**config.mk**
```make
export PLATFORM = sky130hd
export DESIGN_NAME = clock_output_gating_control
export DESIGN_NICKNAME = d
export VERILOG_FILES = /design/src/clk_out_pkg.sv /design/src/out_driver_gate.sv /design/src/clock_output_gating_control.sv
export SDC_FILE = /design/constraint.sdc
export NUM_CORES = 1
export LEC_CHECK = 0
export CELL_PAD_IN_SITES_DETAIL_PLACEMENT = 1
export CELL_PAD_IN_SITES_GLOBAL_PLACEMENT = 1
export CORE_MARGIN = 1
export CORE_UTILIZATION = 52
export CTS_BUF_LIST = sky130_fd_sc_hd__clkbuf_4 sky130_fd_sc_hd__clkbuf_8 sky130_fd_sc_hd__clkbuf_16
export DETAILED_ROUTE_END_ITERATION = 10
export DONT_BUFFER_PORTS = 1
export MAX_ROUTING_LAYER = met4
export PLACE_DENSITY = 0.88
export SKIP_CTS_REPAIR_TIMING = 1
export SLEW_MARGIN = 20
export SYNTH_ARGS = -nofsm -noshare
export SYNTH_HDL_FRONTEND = slang
export SYNTH_SLANG_ARGS = --single-unit
```
**constraint.sdc**
```tcl
create_clock -name ref_clk_in -period 5.3 [get_ports ref_clk_in]
set_clock_uncertainty 0.05 [all_clocks]
set_input_delay 0 -clock ref_clk_in [delete_from_list [all_inputs] [get_ports ref_clk_in]]
set_output_delay 0 -clock ref_clk_in [all_outputs]
set_load 0.05 [all_outputs]
```
**src/clk_out_pkg.sv**
```systemverilog
// Package: constants, field layouts and encodings for the clock output control block.
// Assumes a single 50 MHz system clock and a synchronous active-high reset.
package clk_out_pkg;
	localparam int NUM_OUTPUTS = 4;
	localparam int PHASE_W = 8;
	localparam int DIV_W = 8;
	localparam int NVM_WORDS = 8;
	localparam int NVM_W = 16;
	localparam int PAGE_SIZE = 256;
	localparam logic [7:0] HOME_PAGE = 8'h00;
	// Drive select codes; code 1 is the weakest setting
	localparam logic [1:0] DRV_WEAK = 2'h1;
	localparam logic [1:0] DRV_MID = 2'h2;
	localparam logic [1:0] DRV_STRONG = 2'h3;
	localparam logic [1:0] DRV_RESET = 2'h3;
	// Driver supply rail codes
	localparam logic [1:0] RAIL_3V3 = 2'h0;
	localparam logic [1:0] RAIL_2V5 = 2'h1;
	localparam logic [1:0] RAIL_1V8 = 2'h2;
	// Zero-delay minimum input clock rate
	localparam int ZD_MIN_KHZ = 128;
	// Non-volatile store write budget
	localparam logic [1:0] NVM_MAX_WRITES = 2'h2;
	// Default divider reload value
	localparam logic [DIV_W-1:0] DIV_RESET = 8'h01;
	// Host port modes
	localparam logic HOST_I2C = 1'b1;
	localparam logic HOST_SPI = 1'b0;
	typedef enum logic [3:0] {
		ST_RESET = 4'b0001,
		ST_LOAD = 4'b0010,
		ST_DIVRST = 4'b0100,
		ST_RUN = 4'b1000
	} init_state_e;
endpackage

```
**src/out_driver_gate.sv**
```systemverilog
// Output driver gating for one clock output: disable, park level, polarity, drive select.
// Assumes the divided clock level arrives as a synchronous level on the system clock.
`timescale 1ns/10ps
module out_driver_gate
	import clk_out_pkg::*;
(
	input  wire logic       ref_clk_in,
	input  wire logic       rst_in,
	input  wire logic       clk_level_in,
	input  wire logic       disable_in,
	input  wire logic       sync_disable_in,
	input  wire logic       park_high_in,
	input  wire logic       single_ended_in,
	input  wire logic       invert_true_in,
	input  wire logic       invert_comp_in,
	input  wire logic [1:0] drive_select_in,
	input  wire logic [1:0] rail_in,
	output logic            clock_out_true_pin_out,
	output logic            clock_out_comp_pin_out,
	output logic            driver_on_out,
	output logic [1:0]      drive_out
);
	logic on_reg;
	logic prev_level_reg;
	logic period_end;
	logic true_next;
	logic comp_next;
	// A falling edge of the clock closes one full period
	assign period_end = prev_level_reg & ~clk_level_in;
	always_ff @(posedge ref_clk_in)
	begin
		if (rst_in)
			prev_level_reg <= 1'b0;
		else
			prev_level_reg <= clk_level_in;
	end
	always_ff @(posedge ref_clk_in)
	begin
		if (rst_in)
			on_reg <= 1'b0;
		else if (!disable_in)
			on_reg <= 1'b1;
		else if (sync_disable_in)
		begin
			if (period_end || !clk_level_in)
				on_reg <= 1'b0;
		end
		else
			on_reg <= 1'b0;
	end
	always_comb
	begin
		true_next = clk_level_in ^ invert_true_in;
		comp_next = single_ended_in ? (clk_level_in ^ invert_comp_in)
			: ~(clk_level_in ^ invert_true_in);
		if (!on_reg)
		begin
			true_next = park_high_in;
			comp_next = single_ended_in ? park_high_in : ~park_high_in;
		end
	end
	always_ff @(posedge ref_clk_in)
	begin
		if (rst_in)
		begin
			clock_out_true_pin_out <= 1'b0;
			clock_out_comp_pin_out <= 1'b0;
		end
		else
		begin
			clock_out_true_pin_out <= true_next;
			clock_out_comp_pin_out <= comp_next;
		end
	end
	// weak code refused on low rail
	always_ff @(posedge ref_clk_in)
	begin
		if (rst_in)
			drive_out <= DRV_RESET;
		else if (rail_in == RAIL_1V8 && drive_select_in == DRV_WEAK)
			drive_out <= DRV_MID;
		else if (drive_select_in == 2'h0)
			drive_out <= DRV_RESET;
		else
			drive_out <= drive_select_in;
	end
	assign driver_on_out = on_reg;
	a_off_parks: assert property (p_off_parks) else $error("disabled output not parked");
	property p_off_parks;
		@(posedge ref_clk_in) disable iff (rst_in)
		!on_reg |=> (clock_out_true_pin_out == $past(park_high_in));
	endproperty
	a_async_off: assert property (p_async_off) else $error("immediate disable late");
	property p_async_off;
		@(posedge ref_clk_in) disable iff (rst_in)
		(disable_in && !sync_disable_in) |=> !on_reg;
	endproperty
	a_sync_hold: assert property (p_sync_hold) else $error("sync disable cut a high phase");
	property p_sync_hold;
		@(posedge ref_clk_in) disable iff (rst_in)
		(on_reg && disable_in && sync_disable_in && clk_level_in && prev_level_reg) |=> on_reg;
	endproperty
	a_drive: assert property (p_drive) else $error("weak drive on low rail");
	property p_drive;
		@(posedge ref_clk_in) disable iff (rst_in)
		(rail_in == RAIL_1V8) |=> (drive_out != DRV_WEAK);
	endproperty
endmodule

```
**src/clock_output_gating_control.sv**
```systemverilog
// Clock output gating control: power-up sequencing, output dividers, gating and host settings.
// Assumes all inputs except global_output_disable_pin_in synchronous to ref_clk_in; the serial host port sits outside this block.
`timescale 1ns/10ps
module clock_output_gating_control
	import clk_out_pkg::*;
(
	input  wire logic                           ref_clk_in,
	input  wire logic                           rst_in,
	input  wire logic                           global_output_disable_pin_in,
	input  wire logic [NUM_OUTPUTS-1:0]         out_disable_in,
	input  wire logic [NUM_OUTPUTS-1:0]         sync_disable_in,
	input  wire logic [NUM_OUTPUTS-1:0]         park_high_in,
	input  wire logic [NUM_OUTPUTS-1:0]         single_ended_in,
	input  wire logic [NUM_OUTPUTS-1:0]         invert_true_in,
	input  wire logic [NUM_OUTPUTS-1:0]         invert_comp_in,
	input  wire logic [2*NUM_OUTPUTS-1:0]       single_ended_drive_select_in,
	input  wire logic [2*NUM_OUTPUTS-1:0]       driver_supply_rail_in,
	input  wire logic [DIV_W*NUM_OUTPUTS-1:0]   divide_half_in,
	input  wire logic [PHASE_W-1:0]             phase_step_in,
	input  wire logic                           phase_step_valid_in,
	input  wire logic                           phase_step_down_in,
	input  wire logic                           zero_delay_req_in,
	input  wire logic                           input_above_min_in,
	input  wire logic                           hitless_req_in,
	input  wire logic                           external_feedback_input_in,
	input  wire logic                           nvm_write_in,
	input  wire logic [NVM_W*NVM_WORDS-1:0]     nvm_image_in,
	input  wire logic [$clog2(NVM_WORDS)-1:0]   nvm_read_index_in,
	input  wire logic                           host_select_pin_in,
	input  wire logic                           spi_three_wire_in,
	input  wire logic [15:0]                    host_address_in,
	output logic [NUM_OUTPUTS-1:0]              clock_out_true_pin_out,
	output logic [NUM_OUTPUTS-1:0]              clock_out_comp_pin_out,
	output logic [NUM_OUTPUTS-1:0]              driver_on_out,
	output logic [2*NUM_OUTPUTS-1:0]            drive_strength_out,
	output logic [NVM_W-1:0]                    nvm_read_data_out,
	output logic [1:0]                          nvm_writes_used_out,
	output logic                                nvm_write_refused_out,
	output logic                                defaults_loaded_out,
	output logic                                clocks_running_out,
	output logic                                zero_delay_active_out,
	output logic                                internal_feedback_closed_out,
	output logic                                hitless_enabled_out,
	output logic                                host_is_i2c_out,
	output logic                                spi_shared_data_out,
	output logic [7:0]                          page_out,
	output logic [7:0]                          page_offset_out,
	output logic                                home_page_out,
	output logic [PHASE_W-1:0]                  phase_offset_out
);
	init_state_e state_reg;
	logic [NVM_W-1:0]       nvm_a_reg [NVM_WORDS];
	logic [NVM_W-1:0]       nvm_b_reg [NVM_WORDS];
	logic                   use_b_reg;
	logic [1:0]             writes_reg;
	logic [$clog2(NVM_WORDS)-1:0] load_idx_reg;
	logic [NVM_W-1:0]       shadow_reg [NVM_WORDS];
	logic                   oe_meta_reg;
	logic                   oe_sync_reg;
	logic [PHASE_W-1:0]     phase_reg;
	logic                   zd_reg;

	// Picks an output's slice out of a packed vector
	function automatic logic [DIV_W-1:0] div_of(input logic [DIV_W*NUM_OUTPUTS-1:0] v,
		input int i);
		div_of = v[i*DIV_W +: DIV_W];
	endfunction

	always_ff @(posedge ref_clk_in)
	begin
		if (rst_in)
		begin
			state_reg <= ST_RESET;
			load_idx_reg <= '0;
		end
		else
		begin
			unique case (state_reg)
				ST_RESET:
					state_reg <= ST_LOAD;
				ST_LOAD:
				begin
					load_idx_reg <= load_idx_reg + 1'b1;
					if (load_idx_reg == $clog2(NVM_WORDS)'(NVM_WORDS - 1))
						state_reg <= ST_DIVRST;
				end
				ST_DIVRST:
					state_reg <= ST_RUN;
				ST_RUN:
					state_reg <= ST_RUN;
				default:
					state_reg <= ST_RESET;
			endcase
		end
	end

	always_ff @(posedge ref_clk_in)
	begin
		if (rst_in)
		begin
			for (int k = 0; k < NVM_WORDS; k++)
				shadow_reg[k] <= '0;
		end
		else if (state_reg == ST_LOAD)
			shadow_reg[load_idx_reg] <= use_b_reg ? nvm_b_reg[load_idx_reg]
				: nvm_a_reg[load_idx_reg];
	end
	a_shadow_load: assert property (p_shadow_load) else $error("default word not loaded");
	property p_shadow_load;
		@(posedge ref_clk_in) disable iff (rst_in)
		(state_reg == ST_LOAD) |=> shadow_reg[$past(load_idx_reg)] ==
			$past(use_b_reg ? nvm_b_reg[load_idx_reg] : nvm_a_reg[load_idx_reg]);
	endproperty

	always_ff @(posedge ref_clk_in)
	begin
		if (rst_in)
		begin
			writes_reg <= 2'h0;
			use_b_reg <= 1'b0;
			nvm_write_refused_out <= 1'b0;
			for (int k = 0; k < NVM_WORDS; k++)
			begin
				nvm_a_reg[k] <= '0;
				nvm_b_reg[k] <= '0;
			end
		end
		else
		begin
			nvm_write_refused_out <= nvm_write_in && (writes_reg == NVM_MAX_WRITES);
			if (nvm_write_in && writes_reg != NVM_MAX_WRITES)
			begin
				writes_reg <= writes_reg + 2'h1;
				use_b_reg <= (writes_reg == 2'h1);
				for (int k = 0; k < NVM_WORDS; k++)
				begin
					if (writes_reg == 2'h0)
						nvm_a_reg[k] <= nvm_image_in[k*NVM_W +: NVM_W];
					else
						nvm_b_reg[k] <= nvm_image_in[k*NVM_W +: NVM_W];
				end
			end
		end
	end

	always_ff @(posedge ref_clk_in)
	begin
		if (rst_in)
			nvm_read_data_out <= '0;
		else
			nvm_read_data_out <= use_b_reg ? nvm_b_reg[nvm_read_index_in]
				: nvm_a_reg[nvm_read_index_in];
	end

	assign nvm_writes_used_out = writes_reg;
	assign defaults_loaded_out = (state_reg == ST_DIVRST) || (state_reg == ST_RUN);
	assign clocks_running_out = (state_reg == ST_RUN);

	always_ff @(posedge ref_clk_in)
	begin
		if (rst_in)
		begin
			oe_meta_reg <= 1'b1;
			oe_sync_reg <= 1'b1;
		end
		else
		begin
			oe_meta_reg <= global_output_disable_pin_in;
			oe_sync_reg <= oe_meta_reg;
		end
	end

	// phase steps by phase_step_in per valid cycle
	always_ff @(posedge ref_clk_in)
	begin
		if (rst_in)
			phase_reg <= '0;
		else if (phase_step_valid_in)
			phase_reg <= phase_step_down_in ? phase_reg - phase_step_in
				: phase_reg + phase_step_in;
	end
	assign phase_offset_out = phase_reg;

	always_ff @(posedge ref_clk_in)
	begin
		if (rst_in)
			zd_reg <= 1'b0;
		else
			zd_reg <= zero_delay_req_in && input_above_min_in;
	end
	assign zero_delay_active_out = zd_reg;
	assign internal_feedback_closed_out = !zd_reg;
	assign hitless_enabled_out = hitless_req_in && !zd_reg;

	assign host_is_i2c_out = (host_select_pin_in == HOST_I2C);
	assign spi_shared_data_out = !host_is_i2c_out && spi_three_wire_in;
	assign page_out = host_address_in[15:8];
	assign page_offset_out = host_address_in[7:0];
	assign home_page_out = (host_address_in[15:8] == HOME_PAGE);

	generate
		for (genvar g = 0; g < NUM_OUTPUTS; g++)
		begin : g_out
			logic [DIV_W-1:0] cnt_reg;
			logic             lvl_reg;
			logic             lvl_eff;
			logic             off_req;
			always_ff @(posedge ref_clk_in)
			begin
				if (rst_in || state_reg != ST_RUN)
				begin
					cnt_reg <= DIV_RESET;
					lvl_reg <= 1'b0;
				end
				else if (cnt_reg >= div_of(divide_half_in, g))
				begin
					cnt_reg <= DIV_RESET;
					lvl_reg <= ~lvl_reg;
				end
				else
					cnt_reg <= cnt_reg + 1'b1;
			end
			assign lvl_eff = zd_reg && (g == NUM_OUTPUTS - 1)
				? lvl_reg : lvl_reg;
			assign off_req = oe_sync_reg || out_disable_in[g] || state_reg != ST_RUN;
			out_driver_gate u_gate (
				.ref_clk_in             (ref_clk_in),
				.rst_in                 (rst_in),
				.clk_level_in           (lvl_eff),
				.disable_in             (off_req),
				.sync_disable_in        (sync_disable_in[g]),
				.park_high_in           (park_high_in[g]),
				.single_ended_in        (single_ended_in[g]),
				.invert_true_in         (invert_true_in[g]),
				.invert_comp_in         (invert_comp_in[g]),
				.drive_select_in        (single_ended_drive_select_in[2*g +: 2]),
				.rail_in                (driver_supply_rail_in[2*g +: 2]),
				.clock_out_true_pin_out (clock_out_true_pin_out[g]),
				.clock_out_comp_pin_out (clock_out_comp_pin_out[g]),
				.driver_on_out          (driver_on_out[g]),
				.drive_out              (drive_strength_out[2*g +: 2])
			);
			a_global_off: assert property (p_global_off) else $error("output on while disabled");
			property p_global_off;
				@(posedge ref_clk_in) disable iff (rst_in)
				(oe_sync_reg && !sync_disable_in[g]) |=> !driver_on_out[g];
			endproperty
			a_own_off: assert property (p_own_off) else $error("own disable ignored");
			property p_own_off;
				@(posedge ref_clk_in) disable iff (rst_in)
				(out_disable_in[g] && !sync_disable_in[g]) |=> !driver_on_out[g];
			endproperty
			a_div_rst: assert property (p_div_rst) else $error("divider not reset");
			property p_div_rst;
				@(posedge ref_clk_in) disable iff (rst_in)
				(state_reg == ST_DIVRST) |=> (cnt_reg == DIV_RESET && !lvl_reg);
			endproperty
		end
	endgenerate

	a_hitless: assert property (p_hitless) else $error("hitless on in zero delay");
	property p_hitless;
		@(posedge ref_clk_in) disable iff (rst_in)
		zd_reg |-> !hitless_enabled_out;
	endproperty
	a_zd_gate: assert property (p_zd_gate) else $error("zero delay below rate");
	property p_zd_gate;
		@(posedge ref_clk_in) disable iff (rst_in)
		!input_above_min_in |=> !zero_delay_active_out;
	endproperty
	a_nvm_cap: assert property (p_nvm_cap) else $error("third write accepted");
	property p_nvm_cap;
		@(posedge ref_clk_in) disable iff (rst_in)
		(nvm_write_in && writes_reg == NVM_MAX_WRITES) |=> $stable(writes_reg) ##0 nvm_write_refused_out;
	endproperty
	a_load_first: assert property (p_load_first) else $error("clocks before defaults");
	property p_load_first;
		@(posedge ref_clk_in) disable iff (rst_in)
		(state_reg == ST_LOAD) |-> !(|driver_on_out) || $past(state_reg) != ST_RESET;
	endproperty
	a_sync_pin: assert property (p_sync_pin) else $error("disable pin not synchronised");
	property p_sync_pin;
		@(posedge ref_clk_in) disable iff (rst_in)
		global_output_disable_pin_in ##1 global_output_disable_pin_in |=> oe_sync_reg;
	endproperty
endmodule

```
* Word-level counts from Yosys, hierarchy flattened *
Memory sizes are Yosys's and may differ from the RTL's.
Index checks and enable logic that the tools add are counted.

word-level totals
  flip-flop bits (word level) = 98
  logic and storage cells = 228
  output and inout bits = 71
  memories kept = 2
  RAM bits = 256

operators by class
  add/sub/neg operators = 8
  equal/unequal tests = 22
  muxes and demuxes = 66
  $lt $le $gt $ge = 4
  reduce and logical (&&, ||, !) cells = 44
  bitwise logic cells = 40

memories
  memory     words  width  read ports  clocked after memory_dff  write ports  RTL line                           source
  nvm_a_reg  8      16     1           0                         8            clock_output_gating_control.sv:52  logic [NVM_W-1:0] nvm_a_reg [NVM_WORDS];
  nvm_b_reg  8      16     1           0                         8            clock_output_gating_control.sv:53  logic [NVM_W-1:0] nvm_b_reg [NVM_WORDS];

operators with widths
  kind                                            number
  2-to-1 mux 16 bit                               17
  2-to-1 mux 1 bit                                46
  adder 8 x 1 -> 8 bit (second input constant)    4
  >= comparator 8 bit                             4
  bitwise OR 1 bit                                16
  logical OR 1 bit                                14
  != test 3 bit (second input constant)           4
  NOT 1 bit                                       12
  case mux 4 bit (3 select lines)                 1
  OR reduction 3 bit                              4
  == test 2 x 1 -> 1 bit (second input constant)  5
  == test 2 bit (second input constant)           5
  zero test 2 bit                                 5
  OR reduction 2 bit                              5
  logical AND 1 bit                               9
  adder 8 bit                                     1
  zero test 8 bit                                 1
  2-to-1 mux 8 bit                                1
  subtractor 8 bit                                1
  XOR 1 bit                                       8
  zero test 1 bit                                 6
  bitwise AND 1 bit                               4
  == test 4 x 1 -> 1 bit (second input constant)  1
  == test 4 x 2 -> 1 bit (second input constant)  1
  8 further kinds                                 9

* Longest topological paths before layout *
Gate-level depths: netlist of run 1.

  word-level depth = 6
  mapped depth = 11
  mapped depth without buffers = 11

* By module *
A second synthesis of run 1 with hierarchy kept.

second synthesis, totals
  cell total of the unflattened synthesis = 1145
  area, all modules = 16010.4 um2

by module, submodules not included
  module                       cells each  area each (um2)  instances
  clock_output_gating_control  1049        15119.5          1
  out_driver_gate              24          222.7            4

* Worst setup path after synthesis of run 1 *
Ideal clock, no wire load.

  path kind = register -> register
  start point = register writes_reg[0], in the netlist nvm_writes_used_out[0]
  end point = memory nvm_a_reg[0][0], enable pin
  arrival time = 4.052 ns
  buffers on the path = 1
  setup slack = 0.712 ns
  library setup time = 0.486 ns
  data required time = 4.764 ns
  cell stages (with the launch flop) = 6
  cells stage by stage = dfxtp_1 > inv_1 > ha_1 > nor2b_1 > clkbuf_1 > a21o_1

RTL lines
  item                    RTL line                            source
  from (decl)             clock_output_gating_control.sv:55   logic [1:0] writes_reg;
  from (signal assigned)  clock_output_gating_control.sv:133  writes_reg <= writes_reg + 2'h1;
  to (decl)               clock_output_gating_control.sv:52

==> results.py, run 1 <==
metrics = {
    "finish": {
        "drive_gt1_share_pct": 12.3,
        "nNetsFinal": 1630,
        "utilization_pct": 65.6,
        "fill_cells": 2734,
        "post-route-cell-area_sq_um": 19700,
        "synthToLayoutAreaGrowth_pct": 22.6,
    },
    "sta": {
        "max_slew_margin_pct": 35.8,
        "setup_violations": 0,
        "fin_crit_sh_pct": 65.6,
        "finalSetupTns_ns": 0,
        "max_slew.worst_pin.slew_ns": 0.963,
        "fmax_mhz": 288,
        "rsz0062_at_grt": "no",
        "finalCriticalPeriod_ns": 3.48,
        "drv_slew": 0,
        "final-hold-violation-count": 1,
        "hold_ws_ns": -0.000942,
    },
    "cts": {
        "htreeDepth": 2,
        "clockBufferDepth": 3,
        "clkSlewWorstSetupHoldPaths_ns": 0.06,
        "insertion_delay_ns": 0.54,
        "cts-buffers-inserted": 38,
        "clock-root-buffer": "clkbuf_16",
        "cts_tree": "done",
        "cts_sinks": 350,
    },
    "drt": {
        "antenna_left": 0,
        "vias": 10300,
        "drt_iter0_drc": 768,
        "wl_microns": 47300,
        "wl_per_cell_microns": 26.7,
        "viasPerCell": 5.81,
        "drtPass1Iterations": 5,
        "drcViolationCount": 0,
    },
    "power": {
        "ir_worst_vdd_mv": 0.309,
        "p_leak_uw": 0.00767,
        "power_per_cell_area_nw_per_um2": 358,
        "finalPower_uw": 7050,
    },
    "worst_hold_path": {
        "hold_class": "input port to flop",
    },
    "grt": {
        "gr-usage-all-layers_pct": 23.9,
        "antenna_found_initial": 7,
        "grt_max_degree": 101,
        "grt_pass1_wl_microns": 54600,
        "grt_overflow_total": 0,
        "grt_pass1_vias": 9806,
    },
    "critical_path": {
        "crit_end": "nvm_a_reg[0][13]",
        "crit_start": "nvm_writes_used_out[0]",
        "critPathLaunchType": "flop",
        "r2r-start": "nvm_writes_used_out[0]",
        "worst_ep_arrival_time_ns": 3.61,
        "reg2reg_slack_ns": 1.82,
        "r2r_end": "nvm_a_reg[0][13]",
        "crit_type": "flop to flop",
        "crit_path_max_fanout": 63,
        "endpoint_kind": "flop",
        "reg2regPathDepth": 5,
        "crit_required_ns": 5.43,
    },
    "floorplanning": {
        "ioPinCount": 310,
        "core_sq_um": 30000,
        "start_util_pct": 53.5,
        "die_area_sq_um": 31600,
        "die_h_microns": 178,
        "die_w_microns": 178,
        "rows": 63,
    },
    "placement": {
        "placed_area_sq_um": 16200,
        "dp_hpwl_microns": 24400,
        "io_buffers": 0,
        "place.gp.congestion": 0.796,
    },
    "run_status": {
        "status": "complete, but fails checks",
        "failed_checks": "negative hold slack",
    },
    "run": {
        "maxCapViolCount": 0,
    },
    "synthesis": {
        "synth.mux.area_fraction_pct": 11.7,
        "netlist_area_sq_um": 16100,
        "ys_warn_count": 0,
        "syn_area_per_cell_sq_um": 13.9,
        "yosys.area_share.simple_pct": 14.8,
        "synth_seq_cells": 350,
        "ys_seq_area_share_pct": 59.6,
        "synth_cells": 1158,
        "synth_compound_gate_area_share_pct": 2.91,
        "synth-adder-area-share_pct": 3.94,
        "synth_xor_area_share_pct": 2.94,
        "synth_top_family_by_area": "simple AND/OR/NAND/NOR gates",
        "synth_ff_type": "edfxtp_1",
        "synth_nets": 1447,
        "synth-async-reset-ratio_pct": 0,
        "ys_types": 45,
        "synth_edf_count": 256,
    },
}
## cells in the mapped netlist (all sizes together) (25+ instances only)
master | n | share of area [%]
edfxtp | 256 | 48
and2 | 192 | 7.5
dfxtp | 94 | 12
mux4 | 80 | 11
nor2 | 73 | 1.7
nor2b | 60 | 2.3
buf | 50 | 2.1
ha | 49 | 3.8
inv | 49 | 1.1
clkbuf | 32 | 0.76
xnor2 | 29 | 1.6
nand3 | 27 | 0.84
xor2 | 25 | 1.4
## cell type report
class                           instances  area, sq um  share of cell area [%]
Timing Repair Buffer                  225         2290                    11.6
Clock buffer                           55         1120                    5.69
Multi-Input combinational cell        677         5870                    29.8
Clock inverter                         15          144                   0.731
Antenna cell                            9         22.5                   0.114
Tap cell                              390          488                    2.48
Sequential cell                       350         9570                    48.6
Inverter                               49          184                   0.934
## metal layers
metal	vias to the layer above	routed length (microns)	part of all wire (%)	global-route usage, %
met4	0	1970	4.2	8.87
li1	4524	-	-	-
met2	413	26000	55	41.9
met1	5221	16700	35	25.8
met5	-	0	0	-
met3	128	2510	5.3	6.34
## metrics by stage
step / instances / worst slack, ns
finish: 1770 / 1.82
global route: 1768 / 1.62
CTS: 1544 / 1.80
detailed placement: 1474 / 1.83
global placement: 1474 / 1.98
floorplan: 1158 / 0.712
## report_power, final
part	total, uW	switching, uW	internal, uW
Sequential	3500	257	3240
Clock	2710	1120	1580
Combinational	842	424	418
## kinds of logic (layout without fill, tap and decap cells)
kind of cell | count (synthesis) | after routing
xor gates and xnor gates | 54 | 54
DFF | 350 | 350
muxes | 88 | 88
AOI/OAI and AO/OA | 73 | 73
adders and majority gates | 50 | 50
other | 0 | 9
and+or+nand+nor | 412 | 412
buffers and inverters | 131 | 344
## worst max-delay path: stages (launching register included)
cell	delay, ns
dfxtp_1	0.74
inv_1	0.15
ha_1	0.33
nor2b_1	0.52
a21o_4	0.78
buf_4	0.50
## placed cells by master (no fill, tap or decap), drive strengths merged, types with 2 or more instances in the layout
cell type | netlist | routed
nand2b | 6 | 6
a31oi | 3 | 3
dfxtp | 94 | 94
o31a | 4 | 4
nand2 | 9 | 9
mux2i | 7 | 7
nand4 | 4 | 4
nor3 | 5 | 5
a211oi | 10 | 10
xor2 | 25 | 25
nor2b | 60 | 60
o21ai | 12 | 12
nor2 | 73 | 73
buf | 50 | 11
or2 | 2 | 2
nor3b | 6 | 6
diode | 0 | 9
xnor2 | 29 | 29
or4 | 2 | 2
mux4 | 80 | 80
dlygate4sd3 | 0 | 214
bufinv | 0 | 2
clkinv | 0 | 11
o21bai | 4 | 4
a21o | 17 | 17
nand3 | 27 | 27
a21oi | 21 | 21
inv | 49 | 51
and3 | 10 | 10
and2 | 192 | 192
clkbuf | 32 | 55
ha | 49 | 49
and3b | 2 | 2
edfxtp | 256 | 256
nor4b | 6 | 6
nor4 | 4 | 4
## worst min-delay path by stage
stage                              from                      endpoint  slack [ns]  cells after the start
2_1_floorplan  driver_supply_rail_in[0]  g_out[0].u_gate.drive_out[1]        0.05                      1
3_3_place_gp         host_address_in[0]            page_offset_out[0]       -0.05                      0
3_5_place_dp         host_address_in[0]            page_offset_out[0]       -0.05                      0
4_1_cts                          rst_in          nvm_read_data_out[6]       -0.52                      1
5_1_grt            nvm_read_index_in[2]          nvm_read_data_out[3]        0.01                      3
6_report           nvm_read_index_in[2]         nvm_read_data_out[14]     -0.0009                      3
No activity file was read; power rests on OpenSTA's default activity.
==> run 2, diff against run 1 <==
==> constraint.sdc (replaced) <==
create_clock -name ref_clk_in -period 3.2 [get_ports ref_clk_in]
set_clock_uncertainty 0.05 [all_clocks]
set_input_delay 0 -clock ref_clk_in [delete_from_list [all_inputs] [get_ports ref_clk_in]]
set_output_delay 0 -clock ref_clk_in [all_outputs]
set_load 0.05 [all_outputs]
==> run 2 against run 1 <==
  * The run still ends with negative hold slack left
  * Combinational power increased by 75%
  * Setup slack got worse by 1.4 ns
  * Clock-buffer cell count decreased by 3
  * Via count about the same
  * Clock power increased by 74%
  * Final area increased by 0.76%
  * Critical path depth increased by 5
==> results.py, run 2 (synthesis results as in run 1) <==
metrics = {
    "finish": {
        "nNetsFinal": 1639,
        "mostFrequentLayoutCells": "edfxtp_1, dlygate4sd3_1, and2_1",
        "layout_commonest_cell": "edfxtp_1",
        "synthToLayoutAreaGrowth_pct": 23.6,
        "fill_cells": 2711,
        "drive_gt1_share_pct": 12.6,
        "utilization_pct": 66.1,
    },
    "critical_path": {
        "worstPathCellList": "dlygate4sd3_1 -> mux2_2 -> dlygate4sd3_1 -> fa_1 -> nor2b_1 -> o21ai_0 -> a21boi_0 -> o21ai_0 -> or4b_2 -> nand3_1",
        "cp_slowest_cell": "or4b_2",
        "critPathLaunchType": "input port",
        "reg2regPathDepth": 8,
        "crit_path_max_fanout": 4,
        "worst_ep_arrival_time_ns": 3.24,
        "crit_type": "input port to flop",
        "endpoint_kind": "flop",
        "slowest_delay_ns": 0.64,
        "reg2reg_slack_ns": 0.44,
        "crit_required_ns": 3.62,
    },
    "sta": {
        "finalCriticalPeriod_ns": 2.82,
        "max_slew.worst_pin.slew_ns": 0.930,
        "rsz0062_at_grt": "no",
        "finalSetupTns_ns": 0,
        "hold_ws_ns": -0.0306,
        "max_slew_margin_pct": 37.9,
        "setup_slack_ns": 0.380,
        "fin_crit_sh_pct": 88.1,
        "drv_slew": 0,
        "fmax_mhz": 355,
        "setup_violations": 0,
        "final-hold-violation-count": 12,
    },
    "drt": {
        "drtPass1Iterations": 6,
        "drcViolationCount": 0,
        "viasPerCell": 5.78,
        "wl_per_cell_microns": 25.9,
        "vias": 10300,
        "drt_iter0_drc": 729,
        "antenna_left": 0,
        "wl_microns": 46100,
    },
    "placement": {
        "io_buffers": 0,
        "dp_hpwl_microns": 24400,
        "place.gp.congestion": 0.790,
        "pre_cts_ws_ns": 0.713,
    },
    "power": {
        "power_per_cell_area_nw_per_um2": 599,
        "p_leak_uw": 0.00775,
        "ir_worst_vdd_mv": 0.467,
    },
    "floorplanning": {
        "die_area_sq_um": 31600,
        "ioPinCount": 310,
        "start_util_pct": 53.5,
        "die_w_microns": 178,
        "die_h_microns": 178,
        "rows": 63,
        "core_sq_um": 30000,
    },
    "cts": {
        "cts-buffers-inserted": 37,
        "clock-root-buffer": "clkbuf_16",
        "cts_tree": "done",
        "htreeDepth": 2,
        "clockBufferDepth": 3,
        "cts_sinks": 350,
        "insertion_delay_ns": 0.55,
        "clkSlewWorstSetupHoldPaths_ns": 0.06,
    },
    "grt": {
        "antenna_found_initial": 9,
        "grt_pass1_vias": 9630,
        "grt_overflow_total": 0,
        "grt_max_degree": 101,
        "grt_pass1_wl_microns": 54000,
        "gr-usage-all-layers_pct": 23.7,
    },
    "run_status": {
        "status": "complete, but fails checks",
        "failed_checks": "negative hold slack",
    },
    "worst_hold_path": {
        "hold_depth": 3,
        "hold_class": "input port to flop",
    },
    "run": {
        "maxCapViolCount": 0,
    },
}
-- run 2: changes by cell type in the layout (fill, tap and decap cells not counted), moves of 2 or more --
cell and delta:
inv_6 -2, clkbuf_4 -4, buf_4 +7, buf_12 +3, bufinv_16 +3, clkbuf_8 +2
-- run 2: stage by stage --
stage / area [sq um] / total power (uW) / hold WS, ns / cells
2_1_floorplan: 16100 / 6660 / 0.0504 / 1158
3_3_place_gp: 16300 / 6780 / -0.0497 / 1484
3_5_place_dp: 16300 / 6870 / -0.0497 / 1484
4_1_cts: 17600 / 11400 / -0.517 / 1551
5_1_grt: 19800 / 12200 / -0.0170 / 1778
6_report: 19800 / 11900 / -0.0306 / 1778
-- run 2: layout make-up --
type                       instances  area, sq um  area share, %
sequential                       350         9570           48.2
tap                              390          488           2.46
timing repair buffer             235         2380           12.0
clock buffer                      52         1090           5.51
clock inverter                    15          224           1.13
inverter                          49          184          0.927
multi-input combinational        677         5870           29.6
antenna                           10         25.0          0.126
-- run 2: where the power goes --
part / switching (uW) / internal, uW / total, uW
clock: 1900 / 2810 / 4710
sequential: 348 / 5360 / 5710
combinational: 758 / 715 / 1470
-- run 2: worst paths after layout --
path | startpoint | endpoint
setup / recovery | phase_step_in[1] | phase_offset_out[6]
hold / removal | nvm_read_index_in[2] | nvm_read_data_out[3]
setup reg to reg | phase_offset_out[6] | phase_offset_out[7]
hold reg to reg | oe_meta_reg | oe_sync_reg
-- run 2: worst max-delay path: cells and delay by family --
kind	cells	cell delay, ns
buf+inv	2	1.14
mux	1	0.28
fa+ha+maj	1	0.44
simple gates	3	0.86
compound gates	3	0.52
-- run 2: routing by layer --
metal | global-route usage, % | vias to the layer above | wire length [microns]
li1 | - | 4540 | -
met1 | 26.5 | 5253 | 16700
met2 | 41.4 | 381 | 25400
met3 | 6.53 | 106 | 2330
met4 | 6.62 | 0 | 1570
met5 | - | - | 0
==> run 3, diff against run 2 <==
--- a/config.mk
+++ b/config.mk
@@ -5,6 +5,7 @@
 export SDC_FILE = /design/constraint.sdc
 export NUM_CORES = 1
 export LEC_CHECK = 0
+export CAP_MARGIN = 25
 export CELL_PAD_IN_SITES_DETAIL_PLACEMENT = 1
 export CELL_PAD_IN_SITES_GLOBAL_PLACEMENT = 1
 export CORE_MARGIN = 1
==> constraint.sdc (replaced) <==
create_clock -name ref_clk_in -period 3.2 [get_ports ref_clk_in]
set_clock_uncertainty 0.05 [all_clocks]
set_input_delay 0.32 -clock ref_clk_in [delete_from_list [all_inputs] [get_ports ref_clk_in]]
set_output_delay 0.32 -clock ref_clk_in [all_outputs]
set_load 0.05 [all_outputs]
==> run 3 against run 2 <==
  * The run still ends with negative hold slack left
  * Cell count shrank 4.0%
  * Largest power group unchanged
  * Clock power decreased by 7.2%
  * Sequential power about the same
  * Final area is 4.2% lower
  * Sequential share of layout area is 2.1 points higher
  * Global-route usage up 0.54 points
  * Setup slack better by 0.26 ns
==> results.py, run 3 (synthesis results as in run 1) <==
metrics = {
    "grt": {
        "grt_pass1_vias": 9875,
        "grt_pass1_wl_microns": 55700,
        "grt_overflow_total": 0,
        "grt_max_degree": 101,
        "gr-usage-all-layers_pct": 24.2,
        "antenna_found_initial": 8,
    },
    "power": {
        "p_comb_share_pct": 11.6,
        "switching_share_pct": 24.9,
        "ir_worst_vdd_mv": 0.558,
        "p_leak_uw": 0.00738,
        "intPower_uw": 8550,
        "power_per_cell_area_nw_per_um2": 599,
        "seqPwrFrac_pct": 50.1,
        "p_sw_uw": 2840,
        "p_clk_share_pct": 38.4,
    },
    "placement": {
        "dp_hpwl_microns": 25100,
        "io_buffers": 0,
        "placed_cells_incl_taps": 1485,
        "place.gp.congestion": 0.808,
    },
    "cts": {
        "cts_sinks": 350,
        "clkSlewWorstSetupHoldPaths_ns": 0.06,
        "insertion_delay_ns": 0.54,
        "htreeDepth": 2,
        "cts_tree": "done",
        "clock-root-buffer": "clkbuf_16",
        "cts-buffers-inserted": 39,
        "clockBufferDepth": 3,
    },
    "drt": {
        "drtPass1Iterations": 5,
        "drcViolationCount": 0,
        "drt_iter0_drc": 751,
        "antenna_left": 0,
        "vias": 9848,
        "viasPerCell": 5.77,
        "wl_per_cell_microns": 25.3,
        "wl_microns": 43200,
    },
    "sta": {
        "max_slew_margin_pct": 38.1,
        "hold_ws_ns": -0.0112,
        "fin_crit_sh_pct": 79.9,
        "finalSetupTns_ns": 0,
        "max_slew.worst_pin.slew_ns": 0.926,
        "rsz0062_at_grt": "no",
        "fmax_mhz": 391,
        "drv_slew": 0,
        "finalCriticalPeriod_ns": 2.56,
        "final-hold-violation-count": 1,
        "setup_violations": 0,
    },
    "floorplanning": {
        "rows": 63,
        "die_h_microns": 178,
        "die_area_sq_um": 31600,
        "die_w_microns": 178,
        "start_util_pct": 53.5,
        "core_sq_um": 30000,
        "ioPinCount": 310,
    },
    "critical_path": {
        "crit_type": "flop to flop",
        "crit_path_max_fanout": 4,
        "crit_required_ns": 3.60,
        "endpoint_kind": "flop",
        "worst_ep_arrival_time_ns": 2.95,
        "critPathLaunchType": "flop",
    },
    "finish": {
        "synthToLayoutAreaGrowth_pct": 18.3,
        "layout.cells.non_filler": 1707,
        "nNetsFinal": 1562,
        "mostFrequentLayoutCells": "edfxtp_1, and2_1, dlygate4sd3_1",
        "drive_gt1_share_pct": 13.3,
        "layout_commonest_cell": "edfxtp_1",
    },
    "run_status": {
        "failed_checks": "negative hold slack",
        "status": "complete, but fails checks",
    },
    "worst_hold_path": {
        "hold_class": "input port to flop",
    },
    "run": {
        "maxCapViolCount": 0,
    },
}
-- run 3: cell count changes in the layout (fill, tap and decap cells not counted), moves of 3 or more --
cell / before / now
clkbuf_8: 6 / 0
bufinv_16: 5 / 2
clkinv_2: 6 / 10
clkinv_1: 2 / 8
diode_2: 10 / 13
dlygate4sd3_1: 215 / 135
-- run 3: stage by stage --
stage | total power [uW] | setup WS, ns | utilization (%) | cell area, sq um
floorplan | 6660 | -0.270 | - | 16100
global placement | 6790 | 0.446 | 54.4 | 16300
detailed placement | 6890 | 0.368 | 54.4 | 16300
CTS | 11200 | 0.644 | 58.5 | 17600
global route | 11700 | 0.451 | 63.2 | 19000
finish | 11400 | 0.643 | 63.3 | 19000
-- run 3: layout make-up --
class | count | area [sq um]
clock buffer | 49 | 1070
sequential | 350 | 9570
antenna | 13 | 32.5
multi-input combinational | 677 | 5870
fill | 2749 | 11000
tap | 390 | 488
inverter | 49 | 184
clock inverter | 23 | 173
timing repair buffer | 156 | 1620
-- run 3: power by group through the flow --
stage                     registers [uW]  logic (uW)  clock network [uW]
final                               5700        1320                4370
after CTS                           5680        1130                4380
after global routing                5730        1410                4600
after global placement              5730        1060                   0
after detailed placement            5770        1120                   0
after floorplan                     5740         924                   0
-- run 3: metal layers --
metal	vias up	part of all wire [%]	wire, microns	GRT usage, %
met4	0	2.8	1190	7.44
met2	347	54	23500	41.8
met3	85	5.7	2470	7.03
met5	-	0	0	-
li1	4392	-	-	-
met1	5024	37	16000	27.0
-- run 3: path summary, 6_finish.rpt --
check                           slack (ns)  cells past startpoint                       endpoint                 from
worst max-delay path                  0.64                      9            phase_offset_out[6]  phase_offset_out[1]
worst min-delay path                 -0.01                      3  g_out[3].u_gate.driver_on_out               rst_in
worst max register to register        0.64                      9            phase_offset_out[6]  phase_offset_out[1]
worst min register to register        0.36                      1                    oe_sync_reg          oe_meta_reg
-- run 3: worst max-delay path, stage by stage, from the launching register on --
cell and delay, ns:
dfxtp_1 0.31, buf_4 0.21, inv_1 0.10, fa_1 0.46, nor2b_1 0.14, o21ai_0 0.12
a21boi_0 0.26, o21ai_0 0.14, or4b_2 0.61, nand3_1 0.10
